===== src/core/cpu_apr_pkg.sv =====
// Shared constants and carriers for the active priority register block
`default_nettype none
package cpu_apr_pkg;
    localparam int ADR_W = 8;
    localparam int DAT_W = 32;
    localparam int MAX_BITS = 128;

    localparam logic [7:0] OFF_ALIAS_PEND = 8'h00;
    localparam logic [7:0] OFF_APR_BASE = 8'h10;
    localparam logic [7:0] OFF_NSAPR_BASE = 8'h20;
    localparam logic [7:0] OFF_IRQ_STATUS = 8'h30;
    localparam logic [7:0] OFF_IRQ_MASK = 8'h34;
    localparam logic [7:0] BANK_SEL_MASK = 8'hF0;

    localparam int ID_LSB = 0;
    localparam int ID_W = 10;
    localparam int SRC_LSB = 10;
    localparam int SRC_W = 3;
    localparam logic [9:0] SPURIOUS_ID = 10'h3FF;
    localparam logic [9:0] SGI_LAST_ID = 10'h00F;

    localparam int EV_W = 3;
    localparam int EV_REFUSED = 0;
    localparam int EV_UNMAPPED = 1;
    localparam int EV_LEVEL_RANGE = 2;
    localparam logic [2:0] STATUS_RESET = 3'h0;
    localparam logic [2:0] MASK_RESET = 3'h0;
    localparam logic APR_BIT_RESET = 1'b0;
    localparam logic [31:0] DAT_RESET = 32'h00000000;

    typedef struct packed {
        logic valid;
        logic [9:0] id;
        logic [2:0] src;
        logic group1;
        logic active;
    } pending_s;

    typedef struct packed {
        logic set;
        logic clr;
        logic group1;
        logic [6:0] level;
    } activity_s;
endpackage
`default_nettype wire


===== src/core/cpu_if_active_priority_regs.sv =====
// Aliased group 1 pending register and active priority register sets
// Behaviour
// - Alias returns group 1 pending ID, else 1023
// - Active and pending interrupt never reported
// - Alias accepts Secure accesses only
// - Alias equals Non-secure highest pending read
// - ID in 9:0, source in 12:10
// - Active priority registers always present
// - Secure and Non-secure copies are banked
// - Secure copy holds group 0 priorities
// - Group 1 set holds group 1 priorities
// - Non-secure sees lower priority half, moved down
// - One bit per permitted preemption level
// - Layouts of up to 128 levels, thirty-two by default
// - Group 1 set address reachable by Secure only
// - Group 1 set covers whole priority space
// - Non-secure reaches only Non-secure levels
// - Group 1 set holds distributor view
`default_nettype none
module cpu_if_active_priority_regs #(
    parameter int LEVELS = 32,
    parameter bit SEC_EXT = 1'b1
) (
    input wire logic REF_CLK,
    input wire logic RST_B,
    input wire logic WB_CYC_I,
    input wire logic WB_STB_I,
    input wire logic WB_WE_I,
    input wire logic [7:0] WB_ADR_I,
    input wire logic [3:0] WB_SEL_I,
    input wire logic [31:0] WB_DAT_I,
    input wire logic WB_NS_I,
    output logic [31:0] WB_DAT_O,
    output logic WB_ACK_O,
    input wire cpu_apr_pkg::pending_s HP_PEND,
    input wire cpu_apr_pkg::activity_s ACT,
    output logic IRQ
);
    localparam int HALF = LEVELS / 2;
    localparam logic [127:0] IMPL_MASK = (128'h1 << LEVELS) - 128'h1;
    localparam logic [127:0] HALF_MASK = (128'h1 << HALF) - 128'h1;

    logic ack_r;
    logic [31:0] dat_r;
    logic irq_r;
    logic [2:0] status_r;
    logic [2:0] status_nxt;
    logic [2:0] mask_r;
    logic [2:0] mask_nxt;

    logic take;
    logic ns_acc;
    logic hit_alias;
    logic hit_apr;
    logic hit_nsapr;
    logic hit_status;
    logic hit_mask;
    logic any_hit;
    logic [1:0] word_idx;
    logic [6:0] word_lsb;
    logic [31:0] lane32;
    logic [127:0] lane_flat;
    logic [127:0] data_flat;
    logic [31:0] alias_word;
    logic [31:0] rd_data;
    logic [2:0] events;

    logic [127:0] apr_wmask;
    logic [127:0] nsapr_wmask;
    logic [127:0] nsapr_wdata;
    logic [LEVELS-1:0] apr_bits;
    logic [LEVELS-1:0] nsapr_bits;
    logic [127:0] apr_pad;
    logic [127:0] nsapr_pad;
    logic [127:0] ns_view;
    logic level_ok;

    // A new request is taken only while no answer is outstanding
    assign take = WB_CYC_I && WB_STB_I && !ack_r;
    assign ns_acc = SEC_EXT && WB_NS_I;

    assign word_idx = WB_ADR_I[3:2];
    assign word_lsb = {word_idx, 5'h00};
    assign hit_alias = (WB_ADR_I[7:2] == cpu_apr_pkg::OFF_ALIAS_PEND[7:2]);
    assign hit_apr = ((WB_ADR_I & cpu_apr_pkg::BANK_SEL_MASK) == cpu_apr_pkg::OFF_APR_BASE);
    assign hit_nsapr = ((WB_ADR_I & cpu_apr_pkg::BANK_SEL_MASK)
                        == cpu_apr_pkg::OFF_NSAPR_BASE);
    assign hit_status = (WB_ADR_I[7:2] == cpu_apr_pkg::OFF_IRQ_STATUS[7:2]);
    assign hit_mask = (WB_ADR_I[7:2] == cpu_apr_pkg::OFF_IRQ_MASK[7:2]);
    assign any_hit = hit_alias || hit_apr || hit_nsapr || hit_status || hit_mask;

    assign lane32 = {{8{WB_SEL_I[3]}}, {8{WB_SEL_I[2]}}, {8{WB_SEL_I[1]}}, {8{WB_SEL_I[0]}}};
    assign lane_flat = 128'(lane32) << word_lsb;
    assign data_flat = 128'(WB_DAT_I) << word_lsb;

    pend_alias u_pend_alias (
        .pend(HP_PEND),
        .word(alias_word)
    );

    // Secure bank: group 0 priorities, one bit per implemented level
    always_comb begin
        apr_wmask = 128'h0;
        if (take && WB_WE_I && hit_apr && !ns_acc) begin
            apr_wmask = lane_flat & IMPL_MASK;
        end
    end

    // Group 1 set: written by Secure directly, by Non-secure through the remap
    always_comb begin
        nsapr_wmask = 128'h0;
        nsapr_wdata = data_flat;
        if (take && WB_WE_I && hit_nsapr && !ns_acc) begin
            nsapr_wmask = lane_flat & IMPL_MASK;
        end else if (take && WB_WE_I && hit_apr && ns_acc) begin
            nsapr_wmask = (lane_flat & HALF_MASK) << HALF;
            nsapr_wdata = data_flat << HALF;
        end
    end

    // Compared at eight bits so that 128 levels does not wrap to zero
    assign level_ok = ({1'b0, ACT.level} < 8'(LEVELS));

    apr_store #(
        .LEVELS(LEVELS)
    ) u_apr_store (
        .clk(REF_CLK),
        .rst_b(RST_B),
        .wr_mask(apr_wmask[LEVELS-1:0]),
        .wr_data(data_flat[LEVELS-1:0]),
        .set_en(ACT.set && !ACT.group1 && level_ok),
        .clr_en(ACT.clr && !ACT.group1 && level_ok),
        .level(ACT.level),
        .bits(apr_bits)
    );

    apr_store #(
        .LEVELS(LEVELS)
    ) u_nsapr_store (
        .clk(REF_CLK),
        .rst_b(RST_B),
        .wr_mask(nsapr_wmask[LEVELS-1:0]),
        .wr_data(nsapr_wdata[LEVELS-1:0]),
        .set_en(ACT.set && ACT.group1 && level_ok),
        .clr_en(ACT.clr && ACT.group1 && level_ok),
        .level(ACT.level),
        .bits(nsapr_bits)
    );

    assign apr_pad = 128'(apr_bits);
    assign nsapr_pad = 128'(nsapr_bits);
    // Lower priority half of the group 1 set, moved down for Non-secure reads
    assign ns_view = (nsapr_pad >> HALF) & HALF_MASK;

    always_comb begin
        rd_data = 32'h00000000;
        if (hit_alias) begin
            if (!ns_acc) begin
                rd_data = alias_word;
            end
        end else if (hit_apr) begin
            if (ns_acc) begin
                rd_data = ns_view[word_lsb +: 32];
            end else begin
                rd_data = apr_pad[word_lsb +: 32];
            end
        end else if (hit_nsapr) begin
            if (!ns_acc) begin
                rd_data = nsapr_pad[word_lsb +: 32];
            end
        end else if (hit_status) begin
            rd_data = 32'(status_r);
        end else if (hit_mask) begin
            rd_data = 32'(mask_r);
        end
    end

    // Events for the interrupt status register
    always_comb begin
        events = 3'h0;
        events[cpu_apr_pkg::EV_REFUSED] = take && ns_acc && (hit_alias || hit_nsapr);
        events[cpu_apr_pkg::EV_UNMAPPED] = take && !any_hit;
        events[cpu_apr_pkg::EV_LEVEL_RANGE] = (ACT.set || ACT.clr) && !level_ok;
    end

    // Read clears the status; a coincident event still sets its bit
    always_comb begin
        status_nxt = status_r;
        if (take && !WB_WE_I && hit_status) begin
            status_nxt = 3'h0;
        end
        status_nxt = status_nxt | events;
    end

    always_comb begin
        mask_nxt = mask_r;
        if (take && WB_WE_I && hit_mask && WB_SEL_I[0]) begin
            mask_nxt = WB_DAT_I[2:0];
        end
    end

    always_ff @(posedge REF_CLK or negedge RST_B) begin
        if (!RST_B) begin
            status_r <= cpu_apr_pkg::STATUS_RESET;
        end else begin
            status_r <= status_nxt;
        end
    end

    always_ff @(posedge REF_CLK or negedge RST_B) begin
        if (!RST_B) begin
            mask_r <= cpu_apr_pkg::MASK_RESET;
        end else begin
            mask_r <= mask_nxt;
        end
    end

    always_ff @(posedge REF_CLK or negedge RST_B) begin
        if (!RST_B) begin
            irq_r <= 1'b0;
        end else begin
            irq_r <= |(status_nxt & mask_nxt);
        end
    end

    // One cycle answer; ack drops the cycle after it was given
    always_ff @(posedge REF_CLK or negedge RST_B) begin
        if (!RST_B) begin
            ack_r <= 1'b0;
        end else begin
            ack_r <= take;
        end
    end

    always_ff @(posedge REF_CLK or negedge RST_B) begin
        if (!RST_B) begin
            dat_r <= cpu_apr_pkg::DAT_RESET;
        end else if (take && !WB_WE_I) begin
            dat_r <= rd_data;
        end else begin
            dat_r <= cpu_apr_pkg::DAT_RESET;
        end
    end

    assign WB_ACK_O = ack_r;
    assign WB_DAT_O = dat_r;
    assign IRQ = irq_r;
endmodule
`default_nettype wire


===== src/core/pend_alias.sv =====
// Forms the aliased group 1 pending word from the highest pending interrupt
`default_nettype none
module pend_alias (
    input wire cpu_apr_pkg::pending_s pend,
    output logic [31:0] word
);
    always_comb begin
        word = 32'h00000000;
        if (pend.valid && pend.group1 && !pend.active) begin
            word[cpu_apr_pkg::ID_LSB +: cpu_apr_pkg::ID_W] = pend.id;
            if (pend.id <= cpu_apr_pkg::SGI_LAST_ID) begin
                word[cpu_apr_pkg::SRC_LSB +: cpu_apr_pkg::SRC_W] = pend.src;
            end
        end else begin
            word[cpu_apr_pkg::ID_LSB +: cpu_apr_pkg::ID_W] = cpu_apr_pkg::SPURIOUS_ID;
        end
    end
endmodule
`default_nettype wire


===== src/core/apr_store.sv =====
// One bit per preemption level, written by software and by activation hooks
`default_nettype none
module apr_store #(
    parameter int LEVELS = 32
) (
    input wire logic clk,
    input wire logic rst_b,
    input wire logic [LEVELS-1:0] wr_mask,
    input wire logic [LEVELS-1:0] wr_data,
    input wire logic set_en,
    input wire logic clr_en,
    input wire logic [6:0] level,
    output logic [LEVELS-1:0] bits
);
    genvar b;
    generate
        for (b = 0; b < LEVELS; b++) begin : g_bit
            always_ff @(posedge clk or negedge rst_b) begin
                if (!rst_b) begin
                    bits[b] <= cpu_apr_pkg::APR_BIT_RESET;
                end else if (set_en && level == 7'(b)) begin
                    bits[b] <= 1'b1;
                end else if (clr_en && level == 7'(b)) begin
                    bits[b] <= 1'b0;
                end else if (wr_mask[b]) begin
                    bits[b] <= wr_data[b];
                end
            end
        end
    endgenerate
endmodule
`default_nettype wire


===== config.mk =====
export PLATFORM = sky130hd
export DESIGN_NAME = cpu_if_active_priority_regs
export DESIGN_NICKNAME = d
export VERILOG_FILES = /design/src/core/cpu_apr_pkg.sv /design/src/core/cpu_if_active_priority_regs.sv /design/src/core/pend_alias.sv /design/src/core/apr_store.sv
export SDC_FILE = /design/constraint.sdc
export NUM_CORES = 1
export LEC_CHECK = 0
export ABC_CLOCK_PERIOD_IN_PS = 4400
export BUFFER_PORTS_ARGS = -buffer_cell sky130_fd_sc_hd__buf_2
export CORE_ASPECT_RATIO = 1.5
export CORE_MARGIN = 8
export CORE_UTILIZATION = 55
export CTS_BUF_LIST = sky130_fd_sc_hd__clkbuf_2
export DETAILED_ROUTE_END_ITERATION = 8
export PLACE_DENSITY_LB_ADDON = 0.05
export SLEW_MARGIN = 10
export SYNTH_ARGS = -nofsm -noshare
export SYNTH_HDL_FRONTEND = slang
export SYNTH_SLANG_ARGS = --single-unit

===== constraint.sdc =====
create_clock -name REF_CLK -period 4.4 [get_ports REF_CLK]
set_input_delay 0.44 -clock REF_CLK [delete_from_list [all_inputs] [get_ports REF_CLK]]
set_output_delay 0.44 -clock REF_CLK [all_outputs]
set_load 0.05 [all_outputs]

---- After elaboration in Yosys (flattened, before gate mapping) ----
Cells that the tools add are included.
storage, ports and cells
  output and inout port bits .............. 34
  word-level logic and storage cells ...... 558
  bits in registers ....................... 104
  input bits .............................. 76
cells by class
  order comparisons ....................... 2
  shifts and indexed selects .............. 5
  bitwise gates (word level) .............. 2
  eq/ne operators ......................... 35
  mux-type cells .......................... 211
  reduce and logical (&&, ||, !) cells .... 234
operators with widths
  kind                                                                               count
  128-bit by 8-bit indexed part select with 32-bit output                            3
  32-bit 2-to-1 mux                                                                  11
  1-bit 2-to-1 mux                                                                   192
  3-bit nonzero test                                                                 64
  1-bit logical AND                                                                  154
  7-bit by 5-bit equality test with 1-bit output, second input constant              16
  32-bit by 7-bit left shift with 32-bit output                                      2
  7-bit by 4-bit equality test with 1-bit output, second input constant              8
  7-bit by 3-bit equality test with 1-bit output, second input constant              4
  3-bit 2-to-1 mux                                                                   6
  7-bit by 2-bit equality test with 1-bit output, second input constant              2
  13-bit 2-to-1 mux                                                                  1
  6-bit by 4-bit equality test with 1-bit output, second input constant              2
  10-bit by 4-bit less-or-equal comparator with 1-bit output, second input constant  1
  10-bit 2-to-1 mux                                                                  1
  7-bit by 1-bit equality test with 1-bit output, second input constant              1
  1-bit zero test                                                                    7
  7-bit zero test                                                                    1
  7-bit by 6-bit < comparator with 1-bit output, second input constant               1
  6-bit zero test                                                                    1
  1-bit logical OR                                                                   6
  4-bit by 1-bit equality test with 1-bit output, second input constant              1
  4-bit by 2-bit equality test with 1-bit output, second input constant              1
  3-bit AND                                                                          1
  2 further kinds                                                                    2

---- Longest topological paths before layout ----
  word-level depth ........................ 10
  gate-level depth with buffers ........... 8
  gate-level depth less buffers ........... 6

---- By module ----
Synthesis repeated with hierarchy kept, for this count alone.
second synthesis, totals
  cell total of the unflattened synthesis .. 714
  area total of the unflattened synthesis .. 6761.5 um2
modules (own cells, without submodules)
  module                       area an instance (um2)  sequential area each (um2)  cells an instance  instances
  apr_store                    1794.2                  800.8                       159                2
  cpu_if_active_priority_regs  2886.5                  1001.0                      356                1
  pend_alias                   286.5                   0.0                         40                 1

---- Worst setup path after synthesis ----
OpenSTA, ideal clock, no wires.
  kind .................................... input-to-reg
  start point ............................. in WB_ADR_I[5]
  end point ............................... reg u_apr_store.bits[19]
  buffers on the path ..................... 2
  setup time .............................. 141 ps
  cell stages on the path ................. 7
  slack ................................... 2118 ps
  data arrival time ....................... 2141 ps
  cells stage by stage .................... buf_6 > or4b_1 > buf_2 > nor4_4 > nand2_4 > mux2i_1 > o22ai_1
between the ends
  word-level cells in the longest chain between the ends .. 5
ends and longest elaborated chain
  what                                            line                                source
  from (decl)                                     cpu_if_active_priority_regs.sv:29   input wire logic [7:0] WB_ADR_I,
  4-bit by 1-bit equality test with 1-bit output  cpu_if_active_priority_regs.sv:85   assign hit_apr = ((WB_ADR_I & cpu_apr_pkg::BANK_SEL_MASK) == cpu_apr_pkg::OFF_APR_BASE);
  1-bit logical AND (2 in a row)                  cpu_if_active_priority_regs.sv:104  if (take && WB_WE_I && hit_apr && !ns_acc) begin
  32-bit 2-to-1 mux                               cpu_if_active_priority_regs.sv:104
  3-bit nonzero test (no line)                    -
  to (signal, indexed assignment)                 apr_store.sv:20                     bits[b] <= cpu_apr_pkg::APR_BIT_RESET;
  to (signal, indexed assignment)                 apr_store.sv:26                     bits[b] <= wr_data[b];
  to (decl)                                       apr_store.sv:13                     output logic [LEVELS-1:0] bits
Every way passes these cells.
A chain may end at the register's enable or synchronous reset.

---- Worst setup path in the final report ----
  start point ............................. reg ack_r (netlist: WB_ACK_O)
  end point ............................... reg dat_r[17] (netlist: WB_DAT_O[17])
between the ends
  word-level cells in the longest chain between the ends .. 4
ends and longest elaborated chain
  what                    line                                source
  from (decl)             cpu_if_active_priority_regs.sv:43   logic ack_r;
  from (signal assigned)  cpu_if_active_priority_regs.sv:231  ack_r <= take;
  1-bit zero test         cpu_if_active_priority_regs.sv:79   assign take = WB_CYC_I && WB_STB_I && !ack_r;
  1-bit logical AND       cpu_if_active_priority_regs.sv:79
  1-bit logical AND       cpu_if_active_priority_regs.sv:238  end else if (take && !WB_WE_I) begin
  32-bit 2-to-1 mux       cpu_if_active_priority_regs.sv:238
  to (signal assigned)    cpu_if_active_priority_regs.sv:237  dat_r <= cpu_apr_pkg::DAT_RESET;
  to (signal assigned)    cpu_if_active_priority_regs.sv:239  dat_r <= rd_data;
  to (signal assigned)    cpu_if_active_priority_regs.sv:241  dat_r <= cpu_apr_pkg::DAT_RESET;
  to (decl)               cpu_if_active_priority_regs.sv:44   logic [31:0] dat_r;
Every way passes these cells.

==> results.cfg <==
[synthesis]
synth_top_cell_by_area = dfrtp_1
synthDistinctLibCells = 46
synth-edff-count = 0
ys_seq_area_frac = 0.4540
ys.flop_type = dfrtp_1
async_flop_share = 1.000
synth_area_leaders = dfrtp_1, mux2i_1, o22ai_1
avgSynthCellArea_um2 = 9.553
netlist_top_cells_count = dfrtp_1, nor2_1, mux2i_1, o22ai_1, nand2_1
yosysWarnings = 0
syn-num-nets = 676
synth.top_cell.area_share = 0.4540
syn_inst = 600
yosysMostFrequentCell = dfrtp_1
syn-cell-area_mm2 = 0.005732
ys_seq_elements = 104

[clock_tree]
cts_resized = 0
root_buffer = clkbuf_2
cts_tree = yes
cts_buffers = 9
clk_path_buf_depth = 2
clkLatencyLatePin_ps = 610
clk_pin_slew_ps = 270
htree_levels = 3
clkSinkCount = 104

[placement]
gp_congestion = 0.9187
dp.cells = 797
dpl_worst_slack_ps = 1408
dpl.hpwl_mm = 13.71
portBuffers = 107
placed_area_mm2 = 0.006349

[sta]
final-max-slew-violation-count = 0
finalWorstSetupSlack_ps = 1880
skew_ps = 28.30
fmax_mhz = 396.9
rsz0062_at_grt = false
period_share = 0.5726
tightest_slew_ps = 994.1
slew_headroom = 0.3359
finalHoldViolations = 0
setup_tns_ps = 0
min_period_ps = 2520
setup_viol = 0

[floorplanning]
fp.dieH_um = 141.0
fp.coreArea_mm2 = 0.01013
pin_count = 110
die_width_um = 99.35
fp-row-count = 45
initial_core_util = 0.5656
die-area_mm2 = 0.01401

[pwr]
p_per_area_mw_per_mm2 = 250.8
finalPower_mw = 1.616
vdd.ir_drop.worst_mv = 0.1810
power_leakage_nw = 3.133

[drt]
ant_nets = 0
drt_iter0_drc = 423
viasPerCell = 6.518
vias = 5306
drc = 0
wl_per_cell_um = 23.22
wirelength_mm = 18.90
drtPass1Iterations = 5

[global_route]
grt_pass1_wl_mm = 29.77
antenna_found_initial = 1
grt_overflow_total = 0
grt_max_degree = 73
grt_pass1_vias = 5361
grtUsageTotal = 0.2733

[critical_path]
endpoint_kind = flip-flop
ff2ff_path_depth = 4
worstSetupEndpoint = WB_DAT_O[17]$_DFF_PN0_
r2r-start = WB_ACK_O$_DFF_PN0_
criticalPathCategory = flip-flop to flip-flop
reg2reg_setup_slack_ps = 1880
crit_required_ps = 4940
startpoint_type = flip-flop
timing.rr.end = WB_DAT_O[17]$_DFF_PN0_
worstPathMaxFanout = 15
startpoint = WB_ACK_O$_DFF_PN0_
arrival_ps = 3060

[final_layout]
multi_input_area_mm2 = 0.002987
layout.cells.non_filler = 814
fin_area_mm2 = 0.006444
area_growth_pct = 12.42
drive_gt1_frac = 0.2138
n_antenna_cell = 0
seqCellArea_mm2 = 0.002603
nFillCells = 889
nNetsFinal = 768

[run]
maxCapViolations = 0

[hold_path]
holdPathStages = 3
hold_path.class = primary input to flip-flop

[status]
status = finished, final reports clean
[kinds of logic (layout without fill, tap and decap cells)]
logic type             count (synthesis)  count (layout)  synth area share
flip-flops                           104             104            0.4541
AND/OR/NAND/NOR                      215             215            0.1912
multiplexers                          83              83            0.1491
buffers and inverters                 38             135           0.02707
AO/OA/AOI/OAI                        160             160            0.1786
[area by class of cell]
type,instances,share of cell area
multi-input combinational,458,0.4635
sequential,104,0.4039
timing repair buffer,117,0.09553
tap,117,0.02272
clock buffer,10,0.007767
clock inverter,6,0.005437
inverter,2,0.001165
[metal layers]
metal  vias up  share of wire  global-route usage
li1       2401              -                   -
met1      2566           0.38              0.3228
met2       288           0.51              0.4592
met3        49          0.081             0.06506
met4         2          0.033              0.1201
met5         -        0.00048                   0
[critical path, cell delays in order, from the launching register on]
cell and delay, ps:
dfrtp_1 460, nand3b_1 250, or3_1 560, or4_1 910
a21oi_1 290
[placed cells by master, fill, tap and decap left out, types with 2 or more instances in the layout]
master and n:
mux2_1 11, nor2_1 65, nor2b_1 6, a221o_1 4, and2_1 8, o21ai_0 14, buf_2 106, a21oi_1 43
dfrtp_1 104, nand2b_1 4, or3_1 2, buf_4 10, nor4_1 2, and3_1 6, nand2_1 57, nand4_1 2
mux2i_1 64, or2_1 6, a32o_1 2, a22oi_1 7, nand2_4 4, o21ai_1 3, clkinv_2 3, inv_1 2
nand4b_1 2, nor3_1 16, clkbuf_2 10, nand3_1 16, a22o_1 20, mux2_2 8, and4b_1 4, o22ai_1 64
nand3b_1 4
[worst min-delay path by stage]
stage	start	end
2_1_floorplan	RST_B	IRQ$_DFF_PN0_
3_3_place_gp	status_r[0]$_DFF_PN0_	status_r[0]$_DFF_PN0_
3_5_place_dp	u_apr_store.bits[19]$_DFFE_PN0P_	WB_DAT_O[19]$_DFF_PN0_
4_1_cts	HP_PEND[3]	WB_DAT_O[11]$_DFF_PN0_
5_1_grt	HP_PEND[3]	WB_DAT_O[11]$_DFF_PN0_
6_report	HP_PEND[3]	WB_DAT_O[11]$_DFF_PN0_
[power by group]
group / internal, mW / total (mW) / switching (mW)
Sequential: 0.987 / 1.01 / 0.0196
Clock: 0.0741 / 0.401 / 0.327
Combinational: 0.0724 / 0.208 / 0.135
[per-stage QoR]
| stage | hold WS [ps] | util |
|---|---|---|
| floorplan | 144.4 | - |
| global placement | 503.4 | 0.6264 |
| detailed placement | 514.9 | 0.6264 |
| CTS | 30.91 | 0.6358 |
| global route | 48.13 | 0.6358 |
| finish | 57.07 | 0.6358 |
[repair_timing]
item / CTS / global route
endpoints found under the hold margin: 71 / 0
hold buffers: 1 / 0
setup buffers: 0 / 0
[registers in the layout (all words and copies together) (netlist names)]
name	count
WB_ACK_O	1
IRQ	1
status_r	3
u_nsapr_store.bits	32
WB_DAT_O	32
u_apr_store.bits	32
mask_r	3
(Power assumes the default switching activity.)
